## src/rtl/sfdtr_pkg.sv

```systemverilog
// Constants and types for the DTR fast-read command block
package sfdtr_pkg;
   // ---------------------------------------------------------------
   // Opcodes and mode bits
   // ---------------------------------------------------------------
   localparam logic [7:0] OP_SINGLE_LINE_DTR_READ = 8'h0d;
   localparam logic [7:0] OP_DUAL_IO_DTR_READ = 8'hbd;
   localparam logic [7:0] OP_QUAD_IO_DTR_READ = 8'hed;
   localparam logic [3:0] CONT_MODE_NIBBLE = 4'ha;
   // ---------------------------------------------------------------
   // Phase lengths, in edges or clocks of the serial clock
   // ---------------------------------------------------------------
   localparam logic [3:0] DUMMY_SINGLE = 4'h4;
   localparam logic [3:0] DUMMY_DUAL = 4'h2;
   localparam logic [3:0] DUMMY_QUAD = 4'h3;
   localparam logic [4:0] OPC_LAST_SPI = 5'h07;
   localparam logic [4:0] OPC_LAST_QPI = 5'h01;
   localparam logic [4:0] ADDR_LAST_X1 = 5'h17;
   localparam logic [4:0] ADDR_LAST_X2 = 5'h0b;
   localparam logic [4:0] ADDR_LAST_X4 = 5'h05;
   localparam int ADDR_W = 24;
   localparam int FIFO_W = 8;
   localparam int FIFO_D = 32;
   localparam logic [7:0] ERASED_BYTE = 8'hff;
   // ---------------------------------------------------------------
   // Register map (byte offsets) and control fields
   // ---------------------------------------------------------------
   localparam logic [3:0] REG_CTRL = 4'h0;
   localparam logic [3:0] REG_STAT = 4'h4;
   localparam logic [3:0] REG_ADDR = 4'h8;
   localparam logic [3:0] REG_DATA = 4'hc;
   localparam int CTRL_WIP = 0;
   localparam int CTRL_QE = 1;
   localparam int CTRL_QPI = 2;
   localparam int CTRL_DCV = 3;
   localparam int CTRL_DC_LSB = 4;
   localparam logic [7:0] CTRL_RESET = 8'h00;
   typedef enum logic [5:0] {
      ST_IDLE = 6'b000001,
      ST_CMD = 6'b000010,
      ST_ADDR = 6'b000100,
      ST_DUMMY = 6'b001000,
      ST_DATA = 6'b010000,
      ST_REJECT = 6'b100000
   } sfdtr_state_type;
   typedef enum logic [2:0] {
      LANES_X1 = 3'b001,
      LANES_X2 = 3'b010,
      LANES_X4 = 3'b100
   } sfdtr_lanes_type;
endpackage : sfdtr_pkg

```

## src/rtl/sfdtr_read_engine.sv

```systemverilog
// DTR fast-read engine with its read-data FIFO and Avalon-MM registers
`timescale 1ns/1ps
`default_nettype none

// ------------------------------------------------------------------
// Read-data FIFO
// ------------------------------------------------------------------
module sfdtr_fifo #(
   parameter int WIDTH = 8,
   parameter int DEPTH = 32
) (
   input wire logic clk,
   input wire logic sys_rst,
   input wire logic in_valid,
   output logic in_ready,
   input wire logic [WIDTH-1:0] in_data,
   output logic out_valid,
   input wire logic out_ready,
   output logic [WIDTH-1:0] out_data
);
   localparam int PW = $clog2(DEPTH);
   logic [WIDTH-1:0] mem_q [DEPTH];
   logic [PW-1:0] wr_q;
   logic [PW-1:0] rd_q;
   logic [PW:0] fill_q;
   logic push;
   logic pop;

   assign in_ready = (fill_q != (PW+1)'(DEPTH));
   assign out_valid = (fill_q != '0);
   assign out_data = mem_q[rd_q];
   assign push = in_valid & in_ready;
   assign pop = out_valid & out_ready;

   always_ff @(posedge clk) begin
      if (push) begin
         mem_q[wr_q] <= in_data;
      end
   end

   always_ff @(posedge clk or posedge sys_rst) begin
      if (sys_rst) begin
         wr_q <= '0;
         rd_q <= '0;
         fill_q <= '0;
      end else begin
         if (push) begin
            wr_q <= (wr_q == PW'(DEPTH - 1)) ? '0 : wr_q + 1'b1;
         end
         if (pop) begin
            rd_q <= (rd_q == PW'(DEPTH - 1)) ? '0 : rd_q + 1'b1;
         end
         fill_q <= fill_q + (PW+1)'(push) - (PW+1)'(pop);
      end
   end
endmodule : sfdtr_fifo

// Operation
// Four-line mode: 0Dh opcode takes two clocks, four bits per clock.
// Four-line 0Dh: address 8 bits/clock, 3 default dummy clocks, data 8 bits/clock.
// Four-line 0Dh never enters continuous read mode.
// Any of these reads is rejected while write in progress is set.
// Dual read BDh: two bits on each clock edge, address and data.
// Address starts anywhere, increments per output byte, wraps to zero.
// Dual read: opcode, address on IO1/IO0, 2 default dummy clocks, data.
// Mode nibble A enters continuous mode; any other value leaves it.
// In continuous mode next read starts straight with the address.
// Host leaves the don't-care mode nibble undriven.
// Single-line quad read EDh needs the quad enable bit.
// Quad read: four bits on each clock edge, address and data.
// Quad read: opcode, address on four lines, 3 default dummies, data.
// Four-line mode accepts quad read regardless of quad enable.
// Four-line quad read: two-clock opcode, otherwise as single-line version.
// Host picks dummy count to suit its clock rate.
// Single-line DTR read: address two bits/clock on IO0, 4 dummies, data IO1.
// Configured dummy count is used when valid, else per-command default.
module sfdtr_read_engine (
   input wire logic clk,
   input wire logic sys_rst,
   input wire logic [3:0] avs_address,
   input wire logic avs_read,
   input wire logic avs_write,
   input wire logic [31:0] avs_writedata,
   output logic [31:0] avs_readdata,
   output logic avs_waitrequest,
   input wire logic flash_cs_n,
   input wire logic flash_sck,
   input wire logic [3:0] flash_io_in,
   output logic [3:0] flash_io_out,
   output logic [3:0] flash_io_oe
);
   // ---------------------------------------------------------------
   // Pin synchronisers
   // ---------------------------------------------------------------
   logic cs_s1_q, cs_s2_q, cs_s3_q;
   logic sck_s1_q, sck_s2_q, sck_s3_q;
   logic [3:0] io_s1_q, io_s2_q;

   always_ff @(posedge clk or posedge sys_rst) begin
      if (sys_rst) begin
         cs_s1_q <= 1'b1;
         cs_s2_q <= 1'b1;
         cs_s3_q <= 1'b1;
         sck_s1_q <= 1'b0;
         sck_s2_q <= 1'b0;
         sck_s3_q <= 1'b0;
         io_s1_q <= 4'h0;
         io_s2_q <= 4'h0;
      end else begin
         cs_s1_q <= flash_cs_n;
         cs_s2_q <= cs_s1_q;
         cs_s3_q <= cs_s2_q;
         sck_s1_q <= flash_sck;
         sck_s2_q <= sck_s1_q;
         sck_s3_q <= sck_s2_q;
         io_s1_q <= flash_io_in;
         io_s2_q <= io_s1_q;
      end
   end

   logic sck_rise, sck_fall, sck_edge, cs_start;
   assign sck_rise = sck_s2_q & ~sck_s3_q & ~cs_s2_q;
   assign sck_fall = ~sck_s2_q & sck_s3_q & ~cs_s2_q;
   assign sck_edge = sck_rise | sck_fall;
   assign cs_start = ~cs_s2_q & cs_s3_q;

   // ---------------------------------------------------------------
   // Registers and FIFO
   // ---------------------------------------------------------------
   logic [7:0] ctrl_q;
   logic rd_done_q;
   logic write_in_progress_flag, qe, four_line_command_mode;
   logic fifo_in_ready, fifo_out_valid, fifo_pop;
   logic [7:0] fifo_out_data;
   logic data_sel, ctrl_wr;
   sfdtr_pkg::sfdtr_state_type state_q;
   logic cont_q;
   logic [23:0] addr_q;

   assign write_in_progress_flag = ctrl_q[sfdtr_pkg::CTRL_WIP];
   assign qe = ctrl_q[sfdtr_pkg::CTRL_QE];
   assign four_line_command_mode = ctrl_q[sfdtr_pkg::CTRL_QPI];
   assign data_sel = (avs_address == sfdtr_pkg::REG_DATA);
   assign ctrl_wr = avs_write & (avs_address == sfdtr_pkg::REG_CTRL);
   // A full FIFO stalls the writer instead of dropping bytes
   assign avs_waitrequest = (avs_read & ~rd_done_q) | (avs_write & data_sel & ~fifo_in_ready);

   sfdtr_fifo #(
      .WIDTH(sfdtr_pkg::FIFO_W),
      .DEPTH(sfdtr_pkg::FIFO_D)
   ) u_fifo (
      .clk(clk),
      .sys_rst(sys_rst),
      .in_valid(avs_write & data_sel),
      .in_ready(fifo_in_ready),
      .in_data(avs_writedata[7:0]),
      .out_valid(fifo_out_valid),
      .out_ready(fifo_pop),
      .out_data(fifo_out_data)
   );

   always_ff @(posedge clk or posedge sys_rst) begin
      if (sys_rst) begin
         ctrl_q <= sfdtr_pkg::CTRL_RESET;
      end else if (ctrl_wr) begin
         ctrl_q <= avs_writedata[7:0];
      end
   end

   always_ff @(posedge clk or posedge sys_rst) begin
      if (sys_rst) begin
         rd_done_q <= 1'b0;
         avs_readdata <= 32'h0;
      end else begin
         rd_done_q <= avs_read & ~rd_done_q;
         if (avs_read & ~rd_done_q) begin
            if (avs_address == sfdtr_pkg::REG_CTRL) begin
               avs_readdata <= {24'h0, ctrl_q};
            end else if (avs_address == sfdtr_pkg::REG_STAT) begin
               avs_readdata <= {22'h0, ~fifo_out_valid, ~fifo_in_ready, state_q, cont_q, 1'b0};
            end else if (avs_address == sfdtr_pkg::REG_ADDR) begin
               avs_readdata <= {8'h0, addr_q};
            end else begin
               avs_readdata <= 32'h0;
            end
         end
      end
   end

   // ---------------------------------------------------------------
   // Command decode
   // ---------------------------------------------------------------
   logic [23:0] sh_q;
   logic [4:0] cnt_q;
   sfdtr_pkg::sfdtr_lanes_type lanes_q, lanes_n;
   logic ax_q, ax_n, cmd_ok;
   logic [3:0] dflt_q, dflt_n, dummy_n;
   logic [7:0] op_w;
   logic [23:0] take;
   logic [4:0] addr_last, opc_last;
   logic [7:0] mode_q;
   logic [2:0] bcnt_q, units_last;
   logic [7:0] dshift_q;

   assign op_w = four_line_command_mode ? {sh_q[3:0], io_s2_q} : {sh_q[6:0], io_s2_q[0]};
   assign opc_last = four_line_command_mode ? sfdtr_pkg::OPC_LAST_QPI : sfdtr_pkg::OPC_LAST_SPI;

   always_comb begin
      cmd_ok = 1'b0;
      ax_n = 1'b0;
      lanes_n = sfdtr_pkg::LANES_X4;
      dflt_n = sfdtr_pkg::DUMMY_QUAD;
      if (four_line_command_mode) begin
         if (op_w == sfdtr_pkg::OP_SINGLE_LINE_DTR_READ) begin
            cmd_ok = 1'b1;
         end else if (op_w == sfdtr_pkg::OP_QUAD_IO_DTR_READ) begin
            cmd_ok = 1'b1;
            ax_n = 1'b1;
         end
      end else if (op_w == sfdtr_pkg::OP_SINGLE_LINE_DTR_READ) begin
         cmd_ok = 1'b1;
         lanes_n = sfdtr_pkg::LANES_X1;
         dflt_n = sfdtr_pkg::DUMMY_SINGLE;
      end else if (op_w == sfdtr_pkg::OP_DUAL_IO_DTR_READ) begin
         cmd_ok = 1'b1;
         ax_n = 1'b1;
         lanes_n = sfdtr_pkg::LANES_X2;
         dflt_n = sfdtr_pkg::DUMMY_DUAL;
      end else if (op_w == sfdtr_pkg::OP_QUAD_IO_DTR_READ) begin
         cmd_ok = qe;
         ax_n = 1'b1;
      end
   end

   // Configured count wins when marked valid and non-zero
   assign dummy_n = (ctrl_q[sfdtr_pkg::CTRL_DCV] && ctrl_q[7:4] != 4'h0) ?
                    ctrl_q[7:4] : dflt_q;

   always_comb begin
      case (lanes_q)
         sfdtr_pkg::LANES_X1: begin
            take = {sh_q[22:0], io_s2_q[0]};
            addr_last = sfdtr_pkg::ADDR_LAST_X1;
            units_last = 3'h7;
         end
         sfdtr_pkg::LANES_X2: begin
            take = {sh_q[21:0], io_s2_q[1:0]};
            addr_last = sfdtr_pkg::ADDR_LAST_X2;
            units_last = 3'h3;
         end
         default: begin
            take = {sh_q[19:0], io_s2_q};
            addr_last = sfdtr_pkg::ADDR_LAST_X4;
            units_last = 3'h1;
         end
      endcase
   end

   // ---------------------------------------------------------------
   // Data unit sequencing
   // ---------------------------------------------------------------
   logic data_go, load, mode_win;
   logic [7:0] src, mode_now;
   // Data starts on the falling edge that ends the last dummy clock
   assign data_go = (state_q == sfdtr_pkg::ST_DUMMY) && sck_fall &&
                    (cnt_q == {dummy_n, 1'b0} - 5'h1);
   // Mode bits fill the first dummy edges; the last one may share an edge with data_go
   assign mode_win = (state_q == sfdtr_pkg::ST_DUMMY) && sck_edge && cnt_q[4:3] == 2'b00 &&
                     cnt_q[2:0] <= units_last;
   assign mode_now = mode_win ? take[7:0] : mode_q;
   assign load = data_go | ((state_q == sfdtr_pkg::ST_DATA) && sck_edge && bcnt_q == 3'h0);
   assign fifo_pop = load & fifo_out_valid;
   // An empty FIFO reads as erased array rather than stalling the host
   assign src = load ? (fifo_out_valid ? fifo_out_data : sfdtr_pkg::ERASED_BYTE) : dshift_q;

   always_ff @(posedge clk or posedge sys_rst) begin
      if (sys_rst) begin
         state_q <= sfdtr_pkg::ST_IDLE;
         cnt_q <= 5'h0;
         sh_q <= 24'h0;
         lanes_q <= sfdtr_pkg::LANES_X1;
         ax_q <= 1'b0;
         dflt_q <= sfdtr_pkg::DUMMY_SINGLE;
         mode_q <= 8'h0;
      end else if (cs_s2_q) begin
         state_q <= sfdtr_pkg::ST_IDLE;
         cnt_q <= 5'h0;
      end else begin
         case (state_q)
            sfdtr_pkg::ST_IDLE: begin
               if (cs_start) begin
                  cnt_q <= 5'h0;
                  sh_q <= 24'h0;
                  if (cont_q) begin
                     state_q <= write_in_progress_flag ? sfdtr_pkg::ST_REJECT : sfdtr_pkg::ST_ADDR;
                  end else begin
                     state_q <= sfdtr_pkg::ST_CMD;
                  end
               end
            end
            sfdtr_pkg::ST_CMD: begin
               if (sck_rise) begin
                  sh_q <= {16'h0, op_w};
                  cnt_q <= cnt_q + 5'h1;
                  if (cnt_q == opc_last) begin
                     cnt_q <= 5'h0;
                     if (cmd_ok && !write_in_progress_flag) begin
                        state_q <= sfdtr_pkg::ST_ADDR;
                        lanes_q <= lanes_n;
                        ax_q <= ax_n;
                        dflt_q <= dflt_n;
                     end else begin
                        state_q <= sfdtr_pkg::ST_REJECT;
                     end
                  end
               end
            end
            sfdtr_pkg::ST_ADDR: begin
               // Address begins on a rising edge, then takes both edges
               if (sck_rise || (sck_fall && cnt_q != 5'h0)) begin
                  sh_q <= take;
                  cnt_q <= cnt_q + 5'h1;
                  if (cnt_q == addr_last) begin
                     cnt_q <= 5'h0;
                     state_q <= sfdtr_pkg::ST_DUMMY;
                  end
               end
            end
            sfdtr_pkg::ST_DUMMY: begin
               if (sck_edge) begin
                  cnt_q <= cnt_q + 5'h1;
                  if (mode_win) begin
                     sh_q <= take;
                     mode_q <= take[7:0];
                  end
                  if (data_go) begin
                     state_q <= sfdtr_pkg::ST_DATA;
                  end
               end
            end
            sfdtr_pkg::ST_DATA: begin
            end
            default: begin
            end
         endcase
      end
   end

   // Mode byte is the first 8 bits gathered in the dummy phase
   always_ff @(posedge clk or posedge sys_rst) begin
      if (sys_rst) begin
         cont_q <= 1'b0;
      end else if (data_go) begin
         cont_q <= ax_q && (mode_now[7:4] == sfdtr_pkg::CONT_MODE_NIBBLE);
      end
   end

   always_ff @(posedge clk or posedge sys_rst) begin
      if (sys_rst) begin
         addr_q <= 24'h0;
         dshift_q <= 8'h0;
         bcnt_q <= 3'h0;
         flash_io_out <= 4'h0;
         flash_io_oe <= 4'h0;
      end else begin
         if (state_q == sfdtr_pkg::ST_ADDR && sck_edge && cnt_q == addr_last) begin
            addr_q <= take;
         end else if (state_q == sfdtr_pkg::ST_DATA && sck_edge && !load &&
                      bcnt_q == 3'h1) begin
            addr_q <= addr_q + 24'h1;
         end
         if (load || (state_q == sfdtr_pkg::ST_DATA && sck_edge)) begin
            bcnt_q <= load ? units_last : bcnt_q - 3'h1;
            case (lanes_q)
               sfdtr_pkg::LANES_X1: begin
                  flash_io_out <= {2'b0, src[7], 1'b0};
                  dshift_q <= {src[6:0], 1'b0};
                  flash_io_oe <= 4'b0010;
               end
               sfdtr_pkg::LANES_X2: begin
                  flash_io_out <= {2'b0, src[7:6]};
                  dshift_q <= {src[5:0], 2'b0};
                  flash_io_oe <= 4'b0011;
               end
               default: begin
                  flash_io_out <= src[7:4];
                  dshift_q <= {src[3:0], 4'h0};
                  flash_io_oe <= 4'b1111;
               end
            endcase
         end else if (state_q != sfdtr_pkg::ST_DATA) begin
            flash_io_oe <= 4'h0;
         end
      end
   end
endmodule : sfdtr_read_engine

`default_nettype wire

```

## config.mk

```make
export PLATFORM = sky130hd
export DESIGN_NAME = sfdtr_read_engine
export DESIGN_NICKNAME = d
export VERILOG_FILES = /design/src/rtl/sfdtr_pkg.sv /design/src/rtl/sfdtr_read_engine.sv
export SDC_FILE = /design/constraint.sdc
export NUM_CORES = 1
export LEC_CHECK = 0
export ABC_AREA = 1
export BUFFER_PORTS_ARGS = -buffer_cell sky130_fd_sc_hd__buf_2
export CAP_MARGIN = 20
export CORE_MARGIN = 5
export CORE_UTILIZATION = 45
export DETAILED_ROUTE_END_ITERATION = 10
export HOLD_SLACK_MARGIN = 0.12
export SYNTH_ARGS = -nofsm -noshare
export SYNTH_HDL_FRONTEND = slang
export SYNTH_SLANG_ARGS = --single-unit
export TNS_END_PERCENT = 5
```

## constraint.sdc

```tcl
create_clock -name clk -period 8.3 [get_ports clk]
set_input_delay 1.245 -clock clk [delete_from_list [all_inputs] [get_ports clk]]
set_output_delay 1.245 -clock clk [all_outputs]
set_load 0.05 [all_outputs]
```

==> results of run 1 <==
==> sequential cells by signal, summed over array words and instances (netlist names), 5 cells and up <==
| register | count |
|---|---|
| dshift_q | 7 |
| u_fifo.rd_q | 5 |
| u_fifo.mem_q | 256 |
| u_fifo.fill_q | 6 |
| addr_q | 24 |
| cnt_q | 5 |
| avs_readdata | 24 |
| state_q | 6 |
| sh_q | 23 |
| ctrl_q | 8 |
| u_fifo.wr_q | 5 |
==> power groups by stage <==
stage               Clock (µW)  Sequential [µW]  Combinational (µW)
floorplan                    0             2300                 377
global placement             0             2310                 491
detailed placement           0             2310                 508
CTS                       1920             2270                 511
global route              2010             2280                 579
finish                    1890             2270                 513
==> cell usage in the layout, fill, tap and decap left out, types with 43 or more instances in the layout <==
cell type and instances:
dfrtp_1 141, o211ai_1 44, nand3_1 160, o21ai_0 198, nor2_1 247, nand2_1 278
inv_1 126, o22ai_1 54, buf_2 55, clkbuf_16 43, edfxtp_1 256
==> worst max-delay path: cells and delay by family <==
family / cells / cell delay, ns
compound gates: 1 / 0.36
buf+inv: 5 / 1.46
simple gates: 1 / 0.08
==> final timing paths <==
check,startpoint,endpoint,slack [ns],depth (start not counted)
setup / recovery,avs_read,avs_waitrequest,3.89,7
hold / removal,io_s1_q[1],io_s2_q[1],0.35,0
setup reg to reg,u_fifo.rd_q[0],dshift_q[6],4.38,14
hold reg to reg,io_s1_q[1],io_s2_q[1],0.35,0
max in group asynchronous,sys_rst,u_fifo.rd_q[0],5.97,3
min in group asynchronous,sys_rst,avs_readdata[19],0.84,2
==> area by class of cell <==
cell class | instances | area [µm²]
Clock buffer | 58 | 1172
Clock inverter | 20 | 200.2
Inverter | 148 | 573.1
Sequential cell | 404 | 11400
Timing Repair Buffer | 69 | 400.4
Tap cell | 532 | 665.6
Fill cell | 3710 | 20220
Multi-Input combinational cell | 1216 | 6380
==> stage by stage <==
stage,std cells,setup WS (ns)
4_1_cts,2445,3.914
6_report,2447,3.893
5_1_grt,2447,3.781
2_1_floorplan,1855,3.084
3_5_place_dp,2367,3.933
3_3_place_gp,2365,3.951
==> routing by layer <==
metal	global-route usage [%]	vias up
li1	-	6515
met1	29.22	6666
met2	31.70	458
met3	3.840	87
met4	6.485	0
met5	0	-
==> cells by family (layout without fill, tap and decap cells) <==
group | Yosys count | in the layout
other | 1 | 8
and+or+nand+nor | 764 | 764
buffers and inverters | 235 | 295
AOI/OAI and AO/OA | 387 | 387
xor gates and xnor gates | 29 | 29
DFF | 404 | 404
muxes | 3 | 3
adders and majority gates | 25 | 25
==> flow_summary.toml, run 1 <==
[cts]
cts_hold_buf = 0
tritoncts = "yes"
clk_path_buf_depth = 3
cts_buffers = 43
post_cts_resized = 0
cts_setup_buffers = 0
clk_pin_slew_ns = 0.06
insertion_delay_ns = 0.58
htreeDepth = 2
clock_sinks = 404
cts_root_buffer = "clkbuf_16"

[sta]
hold_slack_ns = 0.3467
layout_min_cycle_time_ns = 4.407
relSlewSlack_pct = 27.08
worstMarginPinSlew_ns = 1.094
finClkSkew_ns = 0.02171
setup_tns_ns = 0
fmax_mhz = 226.9
setup_viol = 0
rsz0062_at_grt = "no"
finalHoldViolations = 0
slew_viol_final = 0
period_share_pct = 53.10

[power]
p_seq_share_pct = 48.7
p_int_uw = 3445
leakage_uw = 0.008123
finalPower_uw = 4672
max-vdd-ir-drop_uv = 187.8
combPwrFrac_pct = 11.0
cellPowerDensity_nw_per_um2 = 224.7
swShare_pct = 26.27
power_switching_uw = 1227
clockPowerShare_pct = 40.4

[logic_synthesis]
synth_fa_ha_area_share_pct = 1.710
synth-compound-area-share_pct = 12.32
yosys.area_share.simple_pct = 18.33
synthArstFlopShare_pct = 36.63
synth_top_family_by_area = "simple AND/OR/NAND/NOR gates"
syn_area_um2 = 18730
ys_seq_area_share_pct = 60.84
synth-seq-cells = 404
synth_xor_area_share_pct = 1.356
yosysTopAreaCellShare_pct = 41.03
synthesis.instances = 1848
synth_warnings = 0
synth_common_cells = "278 x nand2_1, 256 x edfxtp_1, 247 x nor2_1"
synth.distinct_cells = 58
synth_edf_count = 256
synth.most_common_cell = "nand2_1"
syn_avg_cell_area_um2 = 10.14
yosys-top-cells-area = "edfxtp_1 41%, dfrtp_1 19%, nand2_1 5.6%, o21ai_0 5.3%, nor2_1 4.9%"
yosysTopAreaCell = "edfxtp_1"
synthMuxAreaShare_pct = 0.1803
synth_ff_type = "edfxtp_1"

[floorplanning]
start_util_pct = 45.67
boundaryPins = 87
die_x_um = 214.0
dieArea_um2 = 45810
rows = 74
core_area_um2 = 41020
fp.dieH_um = 214.0

[worst_setup_path]
crit_arrival_ns = 3.16
critPathKind = "in2out"
crit_top_cell = "buf_2"
cp_max_fo = 34
worstSetupEndpointType = "output pin"
start_kind = "input port"
cp.required_ns = 7.05
worstPathCellList = "buf_2 -> inv_1 -> nor2_1 -> buf_4 -> clkinv_1 -> o21ai_0 -> buf_2"
max_stage_delay_ns = 0.77
crit_slowest_cell = "clkinv_1"

[global_route]
antenna_found_initial = 0
grt_usage_pct = 20.37
grt_overflow_total = 0
grt_max_degree = 97
grt_pass1_vias = 13210
grt_pass1_wl_um = 75200

[place]
portBuffers = 54
gp_congestion = 0.8971
placed_cell_area_um2 = 19390
dpl.hpwl_um = 30770

[finish]
area_growth_pct = 10.99
num-nets-final = 1953
n_antenna_cell = 0
final_cell_area_um2 = 20790
drive_gt1_share_pct = 11.38
post-route-util_pct = 50.70

[drt]
via_count = 13730
ant_nets = 0
vias_per_cell = 5.609
drcViolationCount = 0
wl_met1_um = 21300
dr_wl_met3_um = 3379
wirelength_um = 47630
firstDrtPassIters = 5
top_layer = "met4"
wl_met2_um = 21680
drt_iter0_drc = 1279
wire_per_inst_um = 19.47

[worst_hold_path]
min_path_type = "reg2reg"

[outcome]
status = "finished, final reports clean"

[flow_run]
maxCapViolations = 0
(Power assumes the default switching activity.)
==> run 2, diff against run 1 <==
Settings changed: ABC_AREA 1 to 0.
Clock period 8.3 ns to 4.53 ns, I/O delays scaled along.
==> flow_summary.toml, run 2 <==
[global_route]
grt_pass1_wl_um = 65690
antenna_found_initial = 1
grt_pass1_vias = 10970
grt_overflow_total = 0
grt_usage_pct = 19.21
grt_max_degree = 59

[finish]
final_cell_area_um2 = 20320
regMostFlops = "u_fifo.mem_q"
nFillCells = 3358
num-nets-final = 1413
n_antenna_cell = 0
post-route-util_pct = 51.37
top_regs = "u_fifo.mem_q (256), addr_q (24), avs_readdata (24)"
multi_input_area_um2 = 6075
drive_gt1_share_pct = 18.00
largest_reg_flops = 256
layout_commonest_cell = "edfxtp_1"
area_growth_pct = 13.47
layout_common_cells = "256 x edfxtp_1, 141 x dfrtp_1, 102 x nand2_1"
fin_cells = 1903
seqCellArea_um2 = 11400

[logic_synthesis]
synth.distinct_cells = 82
yosys-top-cells-area = "edfxtp_1 43%, dfrtp_1 20%, mux4_2 7.3%, mux2i_1 2.3%, a22o_1 2.2%"
syn_avg_cell_area_um2 = 13.93
synth_ff_type = "edfxtp_1"
synthArstFlopShare_pct = 36.63
synth.most_common_cell = "edfxtp_1"
syn_area_um2 = 17910
synth_common_cells = "256 x edfxtp_1, 143 x dfrtp_1, 102 x nand2_1"
synthesis.instances = 1285
ys_seq_area_share_pct = 63.65
synth-seq-cells = 404
yosysTopAreaCell = "edfxtp_1"
yosysTopAreaCellShare_pct = 42.93
synth_edf_count = 256
synth_warnings = 0

[sta]
fmax_mhz = 264.9
finClkSkew_ns = 0.01837
worstMarginPinSlew_ns = 1.021
finalHoldViolations = 0
setup_tns_ns = 0
setup_viol = 0
rsz0062_at_grt = "no"
slew_viol_final = 0
layout_min_cycle_time_ns = 3.776
relSlewSlack_pct = 31.71
period_share_pct = 83.35

[worst_setup_path]
r2r_cells = 15
cp_max_fo = 6
crit_top_cell = "nor2_1"
r2r-end = "u_fifo.fill_q[4]"
r2r_slack_ns = 0.75
timing.rr.start = "ctrl_q[6]"
critPathKind = "reg2reg"
start_kind = "flip-flop"
worstSetupEndpointType = "flip-flop"
worstPathCellList = "nor4b_1 -> nor2_1 -> nor4bb_1 -> o21ba_2 -> o211a_1 -> o21ai_0 -> inv_1 -> ha_1 -> inv_1 -> ha_1 -> fa_1 -> a21oi_1 -> nor2_1 -> nor2_1 -> xnor2_1"
cp.required_ns = 5.03
crit_slowest_cell = "nor4b_1"
crit_arrival_ns = 4.27
max_stage_delay_ns = 0.50

[worst_hold_path]
holdPathEnd = "cs_s1_q"
min_path_type = "in2reg"
holdPathStages = 1
hp-start = "flash_cs_n"

[power]
combPwrFrac_pct = 8.9
leakage_uw = 0.007464
p_seq_share_pct = 47.5
p_int_uw = 6682
cellPowerDensity_nw_per_um2 = 433.9
swShare_pct = 24.20
max-vdd-ir-drop_uv = 291.8
power_switching_uw = 2133
finalPower_uw = 8815
clockPowerShare_pct = 43.6

[cts]
tritoncts = "yes"
insertion_delay_ns = 0.58
clk_pin_slew_ns = 0.06
cts_root_buffer = "clkbuf_16"
htreeDepth = 2
clock_sinks = 404
cts_hold_buf = 0
cts_buffers = 44
post_cts_resized = 0
clk_path_buf_depth = 3
cts_setup_buffers = 0

[drt]
via_count = 11030
firstDrtPassIters = 5
wire_per_inst_um = 22.38
vias_per_cell = 5.797
wirelength_um = 42580
drcViolationCount = 0
drt_iter0_drc = 1034
ant_nets = 0

[floorplanning]
boundaryPins = 87
dieArea_um2 = 43880
die_x_um = 209.5
core_area_um2 = 39550
rows = 73
fp.dieH_um = 209.5
start_util_pct = 45.28

[place]
dpl.hpwl_um = 28270
dp.cells = 1821
placed_cell_area_um2 = 18750
portBuffers = 54
gp_congestion = 0.8428

[outcome]
status = "finished, final reports clean"

[flow_run]
maxCapViolations = 0
-- run 2: cell types whose count changed after synthesis, moves of 44 or more --
cell | previous run | this run
nand2_1 | 278 | 102
nor2_1 | 247 | 79
o21ai_0 | 198 | 59
nand3_1 | 160 | 24
inv_1 | 127 | 32
mux4_2 | 0 | 58
a22o_1 | 1 | 45
-- run 2: cell families (layout without fill, tap and decap cells) --
| logic type | count (synthesis) | in the layout | synth area share [%] |
|---|---|---|---|
| buffers and inverters | 111 | 197 | 2.634 |
| flip-flops | 404 | 404 | 63.65 |
| AO/OA/AOI/OAI | 285 | 285 | 11.28 |
| adder cells (fa/ha/maj) | 25 | 25 | 1.789 |
| other | 1 | 8 | 0.02094 |
| multiplexers | 117 | 117 | 10.72 |
| XOR/XNOR | 23 | 23 | 1.125 |
| AND/OR/NAND/NOR | 319 | 319 | 8.784 |
-- run 2: through the flow --
step	worst slack, ns	hold slack [ns]
CTS	0.7060	0.1715
global placement	0.7659	0.3412
global route	0.3913	0.1858
floorplan	0.7700	0.3312
detailed placement	0.7295	0.3347
finish	0.7544	0.2067
-- run 2: layout make-up --
class                   instances  area share [%]
flip-flops and latches        404           56.13
multi-input cells             777           29.90
clock buffers                  58           5.979
well taps                     525           3.233
repair buffers                 81           2.389
clock inverters                24           1.724
inverters                      34          0.6466
-- run 2: metal layers --
metal	track usage (%)	wire [µm]	up-vias
met3	3.782	2423	74
met5	0	0	-
li1	-	-	5069
met2	30.89	20580	310
met4	6.076	1163	0
met1	26.66	18420	5579
-- run 2: power groups by stage --
| stage | clock network [µW] | logic, µW | registers (µW) |
|---|---|---|---|
| 4_1_cts | 3920 | 790 | 4190 |
| 3_5_place_dp | 0 | 788 | 4260 |
| 6_report | 3840 | 782 | 4190 |
| 5_1_grt | 4070 | 891 | 4200 |
| 2_1_floorplan | 0 | 613 | 4200 |
| 3_3_place_gp | 0 | 774 | 4260 |
-- run 2: worst max-delay path, delay by kind of cell (launching register included) --
family,cells,cell delay [ns]
DFF,1,0.46
AOI/OAI and AO/OA,4,0.96
and+or+nand+nor,5,1.03
adders and majority gates,3,0.90
buffers and inverters,2,0.22
xor gates and xnor gates,1,0.12
-- run 2: how the worst max path moves through the flow --
| stage | cells after the start | endpoint | slack, ns | start |
|---|---|---|---|---|
| 3_5_place_dp | 15 | u_fifo.fill_q[5] | 0.73 | ctrl_q[3] |
| 6_report | 15 | u_fifo.fill_q[4] | 0.75 | ctrl_q[6] |
| 2_1_floorplan | 13 | sh_q[10] | 0.77 | lanes_q[0] |
| 4_1_cts | 15 | u_fifo.fill_q[5] | 0.71 | ctrl_q[3] |
| 5_1_grt | 15 | u_fifo.fill_q[5] | 0.39 | ctrl_q[3] |
| 3_3_place_gp | 15 | u_fifo.fill_q[4] | 0.77 | ctrl_q[6] |
